`config.mk`:
```
export PLATFORM = sky130hd
export DESIGN_NAME = priority_interrupt_controller
export DESIGN_NICKNAME = d
export VERILOG_FILES = /design/src/shared/pic_pkg.sv /design/src/rtl/priority_interrupt_controller.sv
export SDC_FILE = /design/constraint.sdc
export NUM_CORES = 1
export LEC_CHECK = 0
export BUFFER_PORTS_ARGS = -buffer_cell sky130_fd_sc_hd__buf_2
export CORE_MARGIN = 5
export CORE_UTILIZATION = 51
export DETAILED_ROUTE_END_ITERATION = 6
export GPL_TIMING_DRIVEN = 0
export PLACE_DENSITY_LB_ADDON = 0.15
export RECOVER_POWER = 25
export SLEW_MARGIN = 10
export SYNTH_ARGS = -nofsm -noshare
export SYNTH_HDL_FRONTEND = slang
export SYNTH_SLANG_ARGS = --single-unit
```
`constraint.sdc`:
```
create_clock -name clock -period 10.7 [get_ports clock]
set_input_delay 1.605 -clock clock [delete_from_list [all_inputs] [get_ports clock]]
set_output_delay 1.605 -clock clock [all_outputs]
set_load 0.005 [all_outputs]
```
`src/shared/pic_pkg.sv`:
```
// Constants and types shared by the priority interrupt controller.
package pic_pkg;
   localparam int NUM_SRC = 8;
   localparam int PRIO_W = 3;
   localparam int EXT_PINS = 3;
   localparam int MASK_W = 15;
   localparam logic [MASK_W-1:0] MASK_MAX = 15'h4000;
   localparam logic [PRIO_W-1:0] PRIO_TOP = 3'h7;
   localparam logic [PRIO_W-1:0] PRIO_NONE = 3'h0;
   // Register byte offsets.
   localparam logic [7:0] OFF_FLAGS = 8'h00;
   localparam logic [7:0] OFF_ENABLES = 8'h04;
   localparam logic [7:0] OFF_PRIOS = 8'h08;
   localparam logic [7:0] OFF_CTRL_ONE = 8'h0c;
   localparam logic [7:0] OFF_CTRL_TWO = 8'h10;
   localparam logic [7:0] OFF_COUNTDOWN = 8'h14;
   localparam logic [7:0] OFF_STATUS = 8'h18;
   localparam logic [7:0] OFF_CORE_CTRL = 8'h1c;
   localparam logic [7:0] OFF_VECTOR = 8'h20;
   // Field positions.
   localparam int BIT_NEST_DIS = 15;
   localparam int BIT_MASK_STAT = 14;
   localparam int BIT_LEVEL3 = 3;
   localparam int FIELD_LO = 5;
   localparam int FIELD_HI = 7;
   localparam int VEC_PEND_BIT = 8;
   localparam logic [1:0] RESP_OKAY = 2'h0;
   localparam logic [1:0] RESP_SLVERR = 2'h2;
   typedef enum logic [3:0] {
      SEQ_IDLE = 4'h0,
      SEQ_EXTRA = 4'h1,
      SEQ_SAVE = 4'h2,
      SEQ_VECTOR = 4'h3,
      SEQ_ROUTINE = 4'h4,
      SEQ_RET_ONE = 4'h5,
      SEQ_RET_TWO = 4'h6,
      SEQ_RET_FETCH = 4'h7,
      SEQ_RET_RESUME = 4'h8
   } seq_e;
endpackage
```
`src/rtl/priority_interrupt_controller.sv`:
```
// Priority interrupt controller with timed masking, nesting control and AXI4-Lite registers.
//
// Our own choices: the register offsets and the AXI4-Lite slave port.
`timescale 1ns/1ps
`default_nettype none
module priority_interrupt_controller (
   input wire logic clock,
   input wire logic reset,
   input wire logic clock_enable,
   // AXI4-Lite slave.
   input wire logic [7:0] s_axi_awaddr,
   input wire logic s_axi_awvalid,
   output logic s_axi_awready,
   input wire logic [31:0] s_axi_wdata,
   input wire logic [3:0] s_axi_wstrb,
   input wire logic s_axi_wvalid,
   output logic s_axi_wready,
   output logic [1:0] s_axi_bresp,
   output logic s_axi_bvalid,
   input wire logic s_axi_bready,
   input wire logic [7:0] s_axi_araddr,
   input wire logic s_axi_arvalid,
   output logic s_axi_arready,
   output logic [31:0] s_axi_rdata,
   output logic [1:0] s_axi_rresp,
   output logic s_axi_rvalid,
   input wire logic s_axi_rready,
   // Request sources.
   input wire logic [pic_pkg::EXT_PINS-1:0] ext_request_pins,
   input wire logic [pic_pkg::NUM_SRC-1:0] periph_request,
   output logic adc_conv_request,
   // CPU core side.
   input wire logic instr_last,
   input wire logic latency_extra,
   input wire logic timed_mask_instruction,
   input wire logic [pic_pkg::MASK_W-1:0] timed_mask_count,
   input wire logic return_from_handler,
   input wire logic [7:0] pop_status_low,
   input wire logic pop_level_bit3,
   input wire logic trap_level_set,
   input wire logic power_save_active,
   output logic irq_present,
   output logic wake_request,
   output logic entry_save_pc,
   output logic entry_vector_load,
   output logic entry_routine_load,
   output logic stack_push,
   output logic [7:0] push_status_low,
   output logic push_level_bit3,
   output logic [2:0] vector_num,
   output logic stack_pop,
   output logic resume
);
   typedef struct packed {
      logic [7:0] awaddr;
      logic aw_have;
      logic [31:0] wdata;
      logic [3:0] wstrb;
      logic w_have;
      logic bvalid;
      logic [1:0] bresp;
      logic rvalid;
      logic [31:0] rdata;
      logic [1:0] rresp;
      logic [pic_pkg::NUM_SRC-1:0] flags;
      logic [pic_pkg::NUM_SRC-1:0] enables;
      logic [pic_pkg::NUM_SRC*pic_pkg::PRIO_W-1:0] prios;
      logic nest_dis;
      logic [pic_pkg::EXT_PINS-1:0] polarity;
      logic [pic_pkg::MASK_W-1:0] countdown;
      logic [7:0] status_low;
      logic level_bit3;
      pic_pkg::seq_e seq;
      logic [2:0] acc_src;
      logic [pic_pkg::PRIO_W-1:0] acc_prio;
      logic [pic_pkg::EXT_PINS-1:0] sync_one;
      logic [pic_pkg::EXT_PINS-1:0] sync_two;
      logic [pic_pkg::EXT_PINS-1:0] pin_prev;
      logic adc_req;
      logic [7:0] push_low;
      logic push_bit3;
   } state_s;

   state_s st_r;
   state_s st_nxt;

   // Merges written byte lanes into an old value.
   function automatic logic [31:0] merge(input logic [31:0] old, input logic [31:0] data,
                                         input logic [3:0] strb);
      logic [31:0] res;
      res = old;
      for (int i = 0; i < 4; i++) begin
         if (strb[i]) begin
            res[i*8 +: 8] = data[i*8 +: 8];
         end
      end
      return res;
   endfunction

   // Priority of one source.
   function automatic logic [pic_pkg::PRIO_W-1:0] prio_of(
      input logic [pic_pkg::NUM_SRC*pic_pkg::PRIO_W-1:0] p, input int idx);
      return p[idx*pic_pkg::PRIO_W +: pic_pkg::PRIO_W];
   endfunction

   // Replaces the CPU priority field inside a status low byte.
   function automatic logic [7:0] with_field(input logic [7:0] status,
                                             input logic [pic_pkg::PRIO_W-1:0] field);
      logic [7:0] res;
      res = status;
      res[pic_pkg::FIELD_HI:pic_pkg::FIELD_LO] = field;
      return res;
   endfunction

   logic [pic_pkg::NUM_SRC-1:0] pending;
   logic [pic_pkg::PRIO_W-1:0] best_prio;
   logic [2:0] best_src;
   logic any_wake;
   logic timed_masking;
   logic [pic_pkg::PRIO_W-1:0] cpu_field;
   logic [pic_pkg::EXT_PINS-1:0] edge_evt;
   logic do_write;
   logic [31:0] wr_val;
   logic [31:0] rd_val;
   logic rd_ok;
   logic wr_ok;

   assign cpu_field = st_r.status_low[pic_pkg::FIELD_HI:pic_pkg::FIELD_LO];
   assign timed_masking = st_r.countdown != '0;

   always_comb begin
      best_prio = pic_pkg::PRIO_NONE;
      best_src = '0;
      any_wake = 1'b0;
      for (int i = 0; i < pic_pkg::NUM_SRC; i++) begin
         // A priority 0 source is treated as disabled.
         pending[i] = st_r.flags[i] && st_r.enables[i]
                      && prio_of(st_r.prios, i) != pic_pkg::PRIO_NONE;
         if (pending[i]) begin
            any_wake = 1'b1;
         end
         // Ties go to the lowest source number.
         if (pending[i] && prio_of(st_r.prios, i) > best_prio) begin
            best_prio = prio_of(st_r.prios, i);
            best_src = 3'(i);
         end
      end
   end

   // Presented only above the current field, with bit 3 clear and no timed mask below 7.
   assign irq_present = best_prio > cpu_field && !st_r.level_bit3
                        && (!timed_masking || best_prio == pic_pkg::PRIO_TOP);
   assign wake_request = power_save_active && any_wake;

   always_comb begin
      for (int i = 0; i < pic_pkg::EXT_PINS; i++) begin
         // Polarity one selects the falling edge.
         // The previous sample starts at zero, so a pin held high at reset shows a rising edge.
         edge_evt[i] = st_r.polarity[i] ? (st_r.pin_prev[i] && !st_r.sync_two[i])
                                        : (!st_r.pin_prev[i] && st_r.sync_two[i]);
      end
   end

   // Read data is decoded from the address while the request is being taken.
   always_comb begin
      rd_ok = 1'b1;
      rd_val = '0;
      case (s_axi_araddr)
         pic_pkg::OFF_FLAGS: rd_val[pic_pkg::NUM_SRC-1:0] = st_r.flags;
         pic_pkg::OFF_ENABLES: rd_val[pic_pkg::NUM_SRC-1:0] = st_r.enables;
         pic_pkg::OFF_PRIOS: rd_val[pic_pkg::NUM_SRC*pic_pkg::PRIO_W-1:0] = st_r.prios;
         pic_pkg::OFF_CTRL_ONE: rd_val[pic_pkg::BIT_NEST_DIS] = st_r.nest_dis;
         pic_pkg::OFF_CTRL_TWO: begin
            rd_val[pic_pkg::BIT_MASK_STAT] = timed_masking;
            rd_val[pic_pkg::EXT_PINS-1:0] = st_r.polarity;
         end
         pic_pkg::OFF_COUNTDOWN: rd_val[pic_pkg::MASK_W-1:0] = st_r.countdown;
         pic_pkg::OFF_STATUS: rd_val[7:0] = st_r.status_low;
         pic_pkg::OFF_CORE_CTRL: rd_val[pic_pkg::BIT_LEVEL3] = st_r.level_bit3;
         pic_pkg::OFF_VECTOR: begin
            rd_val[2:0] = best_src;
            rd_val[pic_pkg::VEC_PEND_BIT] = irq_present;
         end
         default: rd_ok = 1'b0;
      endcase
   end

   always_comb begin
      case (st_r.awaddr)
         pic_pkg::OFF_FLAGS, pic_pkg::OFF_ENABLES, pic_pkg::OFF_PRIOS,
         pic_pkg::OFF_CTRL_ONE, pic_pkg::OFF_CTRL_TWO, pic_pkg::OFF_COUNTDOWN,
         pic_pkg::OFF_STATUS, pic_pkg::OFF_CORE_CTRL, pic_pkg::OFF_VECTOR: wr_ok = 1'b1;
         default: wr_ok = 1'b0;
      endcase
   end

   // Readies drop while the clock is disabled, so no beat is taken without being stored.
   assign s_axi_awready = clock_enable && !st_r.aw_have && !st_r.bvalid;
   assign s_axi_wready = clock_enable && !st_r.w_have && !st_r.bvalid;
   assign s_axi_arready = clock_enable && !st_r.rvalid;
   assign s_axi_bvalid = st_r.bvalid;
   assign s_axi_bresp = st_r.bresp;
   assign s_axi_rvalid = st_r.rvalid;
   assign s_axi_rdata = st_r.rdata;
   assign s_axi_rresp = st_r.rresp;
   assign do_write = st_r.aw_have && st_r.w_have && !st_r.bvalid;

   always_comb begin
      st_nxt = st_r;
      wr_val = '0;
      // Bus channels.
      if (s_axi_awvalid && s_axi_awready) begin
         st_nxt.awaddr = s_axi_awaddr;
         st_nxt.aw_have = 1'b1;
      end
      if (s_axi_wvalid && s_axi_wready) begin
         st_nxt.wdata = s_axi_wdata;
         st_nxt.wstrb = s_axi_wstrb;
         st_nxt.w_have = 1'b1;
      end
      if (s_axi_bvalid && s_axi_bready) begin
         st_nxt.bvalid = 1'b0;
      end
      if (s_axi_arvalid && s_axi_arready) begin
         st_nxt.rvalid = 1'b1;
         st_nxt.rdata = rd_val;
         st_nxt.rresp = rd_ok ? pic_pkg::RESP_OKAY : pic_pkg::RESP_SLVERR;
      end else if (s_axi_rvalid && s_axi_rready) begin
         st_nxt.rvalid = 1'b0;
      end
      // Countdown runs every enabled cycle, stalls included.
      if (timed_masking) begin
         st_nxt.countdown = st_r.countdown - 1'b1;
      end
      if (do_write) begin
         st_nxt.aw_have = 1'b0;
         st_nxt.w_have = 1'b0;
         st_nxt.bvalid = 1'b1;
         st_nxt.bresp = wr_ok ? pic_pkg::RESP_OKAY : pic_pkg::RESP_SLVERR;
         case (st_r.awaddr)
            pic_pkg::OFF_FLAGS: begin
               wr_val = merge({24'h0, st_r.flags}, st_r.wdata, st_r.wstrb);
               st_nxt.flags = wr_val[pic_pkg::NUM_SRC-1:0];
            end
            pic_pkg::OFF_ENABLES: begin
               wr_val = merge({24'h0, st_r.enables}, st_r.wdata, st_r.wstrb);
               st_nxt.enables = wr_val[pic_pkg::NUM_SRC-1:0];
            end
            pic_pkg::OFF_PRIOS: begin
               wr_val = merge({8'h0, st_r.prios}, st_r.wdata, st_r.wstrb);
               st_nxt.prios = wr_val[pic_pkg::NUM_SRC*pic_pkg::PRIO_W-1:0];
            end
            pic_pkg::OFF_CTRL_ONE: begin
               wr_val = merge({16'h0, st_r.nest_dis, 15'h0}, st_r.wdata, st_r.wstrb);
               st_nxt.nest_dis = wr_val[pic_pkg::BIT_NEST_DIS];
            end
            pic_pkg::OFF_CTRL_TWO: begin
               wr_val = merge({29'h0, st_r.polarity}, st_r.wdata, st_r.wstrb);
               st_nxt.polarity = wr_val[pic_pkg::EXT_PINS-1:0];
            end
            pic_pkg::OFF_COUNTDOWN: begin
               wr_val = merge({17'h0, st_r.countdown}, st_r.wdata, st_r.wstrb);
               // Only an active mask may be changed; a zero countdown stays zero.
               if (timed_masking) begin
                  st_nxt.countdown = wr_val[pic_pkg::MASK_W-1:0];
               end
            end
            pic_pkg::OFF_STATUS: begin
               wr_val = merge({24'h0, st_r.status_low}, st_r.wdata, st_r.wstrb);
               st_nxt.status_low = wr_val[7:0];
               if (st_r.nest_dis) begin
                  st_nxt.status_low = with_field(st_nxt.status_low, cpu_field);
               end
            end
            default: wr_val = '0;
         endcase
      end
      if (timed_mask_instruction) begin
         st_nxt.countdown = (timed_mask_count > pic_pkg::MASK_MAX) ? pic_pkg::MASK_MAX
                                                                   : timed_mask_count;
      end
      // Pin synchronisers and edge capture.
      st_nxt.sync_one = ext_request_pins;
      st_nxt.sync_two = st_r.sync_one;
      st_nxt.pin_prev = st_r.sync_two;
      st_nxt.adc_req = edge_evt[0];
      // Hardware sets win over a software clear in the same cycle.
      st_nxt.flags = st_nxt.flags | periph_request
                     | {{(pic_pkg::NUM_SRC-pic_pkg::EXT_PINS){1'b0}}, edge_evt};
      // Only reset or a return pop clears level bit 3; software cannot.
      if (trap_level_set) begin
         st_nxt.level_bit3 = 1'b1;
      end
      // Entry and return sequencing.
      case (st_r.seq)
         pic_pkg::SEQ_IDLE: begin
            // A return takes precedence because the running handler is already finishing.
            if (return_from_handler) begin
               st_nxt.seq = pic_pkg::SEQ_RET_ONE;
            end else if (irq_present && instr_last) begin
               st_nxt.acc_src = best_src;
               st_nxt.acc_prio = best_prio;
               st_nxt.push_low = st_r.status_low;
               st_nxt.push_bit3 = st_r.level_bit3;
               st_nxt.seq = latency_extra ? pic_pkg::SEQ_EXTRA
                                          : pic_pkg::SEQ_SAVE;
            end
         end
         pic_pkg::SEQ_EXTRA: st_nxt.seq = pic_pkg::SEQ_SAVE;
         pic_pkg::SEQ_SAVE: st_nxt.seq = pic_pkg::SEQ_VECTOR;
         pic_pkg::SEQ_VECTOR: begin
            // The entry update overrides a software field write in the same cycle.
            st_nxt.status_low = with_field(st_nxt.status_low,
               st_r.nest_dis ? pic_pkg::PRIO_TOP : st_r.acc_prio);
            st_nxt.seq = pic_pkg::SEQ_ROUTINE;
         end
         pic_pkg::SEQ_ROUTINE: st_nxt.seq = pic_pkg::SEQ_IDLE;
         pic_pkg::SEQ_RET_ONE: st_nxt.seq = pic_pkg::SEQ_RET_TWO;
         pic_pkg::SEQ_RET_TWO: begin
            st_nxt.status_low = pop_status_low;
            st_nxt.level_bit3 = pop_level_bit3;
            st_nxt.seq = pic_pkg::SEQ_RET_FETCH;
         end
         pic_pkg::SEQ_RET_FETCH: st_nxt.seq = pic_pkg::SEQ_RET_RESUME;
         pic_pkg::SEQ_RET_RESUME: st_nxt.seq = pic_pkg::SEQ_IDLE;
         default: st_nxt.seq = pic_pkg::SEQ_IDLE;
      endcase
   end

   always_ff @(posedge clock or posedge reset) begin
      if (reset) begin
         st_r <= '0;
      end else if (clock_enable) begin
         st_r <= st_nxt;
      end
   end

   // Sequencing strobes decode straight from the state and stand one cycle each, except stack_pop, which stands two.
   assign adc_conv_request = st_r.adc_req;
   assign entry_save_pc = st_r.seq == pic_pkg::SEQ_SAVE;
   assign stack_push = st_r.seq == pic_pkg::SEQ_SAVE;
   assign entry_vector_load = st_r.seq == pic_pkg::SEQ_VECTOR;
   assign entry_routine_load = st_r.seq == pic_pkg::SEQ_ROUTINE;
   assign push_status_low = st_r.push_low;
   assign push_level_bit3 = st_r.push_bit3;
   assign vector_num = st_r.acc_src;
   assign stack_pop = st_r.seq == pic_pkg::SEQ_RET_ONE || st_r.seq == pic_pkg::SEQ_RET_TWO;
   assign resume = st_r.seq == pic_pkg::SEQ_RET_RESUME;
endmodule
`default_nettype wire

```
==> flow_summary.yaml <==
logic_synthesis:
  yosysMostFrequentCell: "dfrtp_1"
  synth_top_area_share_pct: 44.3
  synth_area_leaders: "dfrtp_1 (44%), mux2_2 (11%), buf_4 (3.9%)"
  yosys_warnings: 0
  synthCells: 925
  synth_ff_type: "dfrtp_1"
  yosys-top-cells-count: "dfrtp_1 (162), mux2_2 (90), nand2_1 (86)"
  yosysUniqueCellTypes: 75
  yosys.area.top_type: "dfrtp_1"
  ys_ff_latch: 162
  synth_seq_area_share_pct: 44.3
  synth_edf_count: 0
  synth_area_um2: 9140
  async_flop_share_pct: 100
  syn_avg_cell_area_um2: 9.88
global_route:
  grt_pass1_wl_um: 41300
  grt_use_total_pct: 25.7
  grt_max_degree: 112
  antenna_found_initial: 0
  grt_overflow: 0
  grt_pass1_vias: 7653
floorplan:
  coreArea_um2: 17800
  fp-row-count: 49
  die_y_um: 144
  ios: 163
  fp.dieArea_um2: 20700
  start_util_pct: 51.4
  die_x_um: 144
status:
  status: "finished, violations left"
  violations: "max-capacitance violations, max-slew violations, negative setup slack"
detailed_routing:
  drt-vias-per-instance: 5.78
  wl_per_cell_um: 19.0
  first_pass_iters: 5
  ant_nets: 0
  dr.first_iter.drc_count: 642
  totalWireLength_um: 26300
  vias: 7988
  drc: 0
timing:
  worst_pin_slew_ns: 5.90
  hold_ws_ns: 0.481
  fmax_mhz: 82.9
  fin_crit_ns: 12.07
  setup_ws_ns: -1.37
  hold_viol_final: 0
  setup_violations: 18
  fin_crit_sh_pct: 113
  grt_setup_unrepaired: "yes"
  setup_tns_ns: -7.46
  slew_headroom_pct: -293
  skew_ns: 0.0109
  drv_slew: 165
worst_setup_path:
  start_kind: "register"
  r2r-end: "vector_num[1]$_DFFE_PP0P_"
  worstPathRequired_ns: 9.10
  end_kind: "output pin"
  path_max_fanout: 5
  reg2reg_from: "st_r[89]$_DFFE_PP0P_"
  worst-r2r-cell-count: 62
  max_stage_delay_ns: 0.43
  cpMaxStageDelayCell: "dfrtp_2"
  reg2reg_slack_ns: -0.42
  critPathArrivalTime_ns: 10.46
  critical_path_class: "register to output pin"
power_and_ir_drop:
  peakVddDrop_v: 0.000122
  power_density_nw_per_um2: 168
  power.internal_mw: 1.30
  switchingPower_mw: 0.648
  combPwrFrac_pct: 22.5
  switching_share_pct: 33.3
  pwr-share-seq_pct: 46.7
  power_leakage_nw: 5.40
  clockPowerShare_pct: 30.9
placed_design:
  gp_congestion: 0.958
  dp_hpwl_um: 19000
  portBuffers: 141
  pre_cts_slack_ns: -1.64
cts:
  clockBufferDepth: 2
  cts-root-buf: "clkbuf_16"
  clock_latency_ns: 0.43
  cts_tree: "done"
  h-tree-depth: 4
  clock-sinks: 162
  cts.clk_slew.worst_paths_ns: 0.07
  cts_buffers: 17
cells_and_area:
  diodes: 0
  drive_above_1_share_pct: 38.3
  syn_to_final_growth_pct: 26.4
  nNetsFinal: 1255
worst_hold_path:
  hold_depth: 2
  hp-class: "register to register"
  holdPathEnd: "s_axi_rdata[18]$_DFFE_PP0P_"
  hold_start: "s_axi_rdata[18]$_DFFE_PP0P_"
job:
  max_cap_viol_count: 2
==> final cells by class <==
class | count | area (µm²)
fill | 1513 | 6220
multi-input combinational | 655 | 4880
sequential | 162 | 4060
timing repair buffer | 187 | 1100
buffer | 86 | 527
clock buffer | 21 | 460
tap | 229 | 287
clock inverter | 11 | 120
inverter | 31 | 118
==> worst max-delay path by stage <==
stage | slack (ns) | cells after the start | end | startpoint
after floorplan | -0.42 | 56 | irq_present | st_r[81]$_DFFE_PP0P_
after CTS | -1.31 | 55 | irq_present | st_r[89]$_DFFE_PP0P_
after global routing | -1.83 | 57 | irq_present | st_r[89]$_DFFE_PP0P_
final | -1.37 | 57 | irq_present | st_r[89]$_DFFE_PP0P_
after global placement | -1.58 | 57 | irq_present | st_r[89]$_DFFE_PP0P_
after detailed placement | -1.64 | 57 | irq_present | st_r[89]$_DFFE_PP0P_
==> metrics by stage <==
stage	util [%]	total power [mW]	std cells	area (µm²)
finish	65.0	1.95	1382	11600
global route	65.0	2.05	1382	11600
global placement	58.0	1.31	1304	10300
floorplan	-	1.15	934	9310
CTS	64.0	1.94	1372	11400
detailed placement	58.2	1.32	1305	10300
==> cell usage in the layout, fill, tap and decap left out, drive strengths merged, types with 8 or more instances in the layout <==
cell type and count:
o32a 8, inv 35, and2 9, o22ai 8, buf 238, mux2 100
nor4 12, a31oi 8, dfrtp 162, a22oi 29, nor3b 9, conb 10
o21ai 50, ha 14, o21a 14, clkbuf 56, nor2 79, nand2 86
a21oi 65, nor3 16, nand3 16, and3 8
==> cell families (layout without fill, tap and decap cells) <==
group | Yosys count | after routing | share of synthesized area, %
AOI/OAI and AO/OA | 232 | 232 | 17.0
xor gates and xnor gates | 11 | 11 | 1.05
adders and majority gates | 17 | 17 | 2.24
buffers and inverters | 117 | 336 | 7.03
DFF | 162 | 162 | 44.3
muxes | 106 | 106 | 13.4
other | 1 | 10 | 0.0410
and+or+nand+nor | 279 | 279 | 14.9
==> metal layers <==
layer | part of all wire (%) | GRT usage (%) | vias to the layer above
li1 | - | - | 3754
met4 | 2.5 | 8.37 | 0
met1 | 44 | 35.8 | 3867
met5 | 0 | 0 | -
met3 | 6.0 | 4.39 | 53
met2 | 47 | 41.1 | 314
==> flip-flops by register name, indices dropped and copies added, names as in the netlist, named ones only <==
register and cells:
s_axi_bvalid 1, s_axi_rdata 24, s_axi_rresp 1, st_r 98
push_level_bit3 1, push_status_low 8, adc_conv_request 1, cpu_field 3
s_axi_bresp 1, st_nxt 6, s_axi_rvalid 1, vector_num 3
==> power by group through the flow <==
stage / logic [mW] / registers (mW) / clock network (mW)
6_report: 0.437 / 0.909 / 0.601
5_1_grt: 0.487 / 0.923 / 0.640
4_1_cts: 0.427 / 0.903 / 0.612
3_5_place_dp: 0.411 / 0.913 / 0
3_3_place_gp: 0.400 / 0.910 / 0
2_1_floorplan: 0.316 / 0.834 / 0
==> critical path: cells and delay by family, from the launching register on <==
family	cells	cell delay (ns)
and+or+nand+nor	18	2.02
adders and majority gates	11	2.95
buffers and inverters	4	0.32
AOI/OAI and AO/OA	22	3.76
DFF	1	0.43
muxes	2	0.54
==> timing repair <==
item                       in CTS  in global routing
pin swaps                      45                 46
hold buffers                    0                  0
resized for setup              33                 28
hold endpoints to repair        0                  0
setup endpoints to repair      19                 19
gates cloned                    1                  0
buffers inserted               34                 10
(Power assumes the default switching activity.)
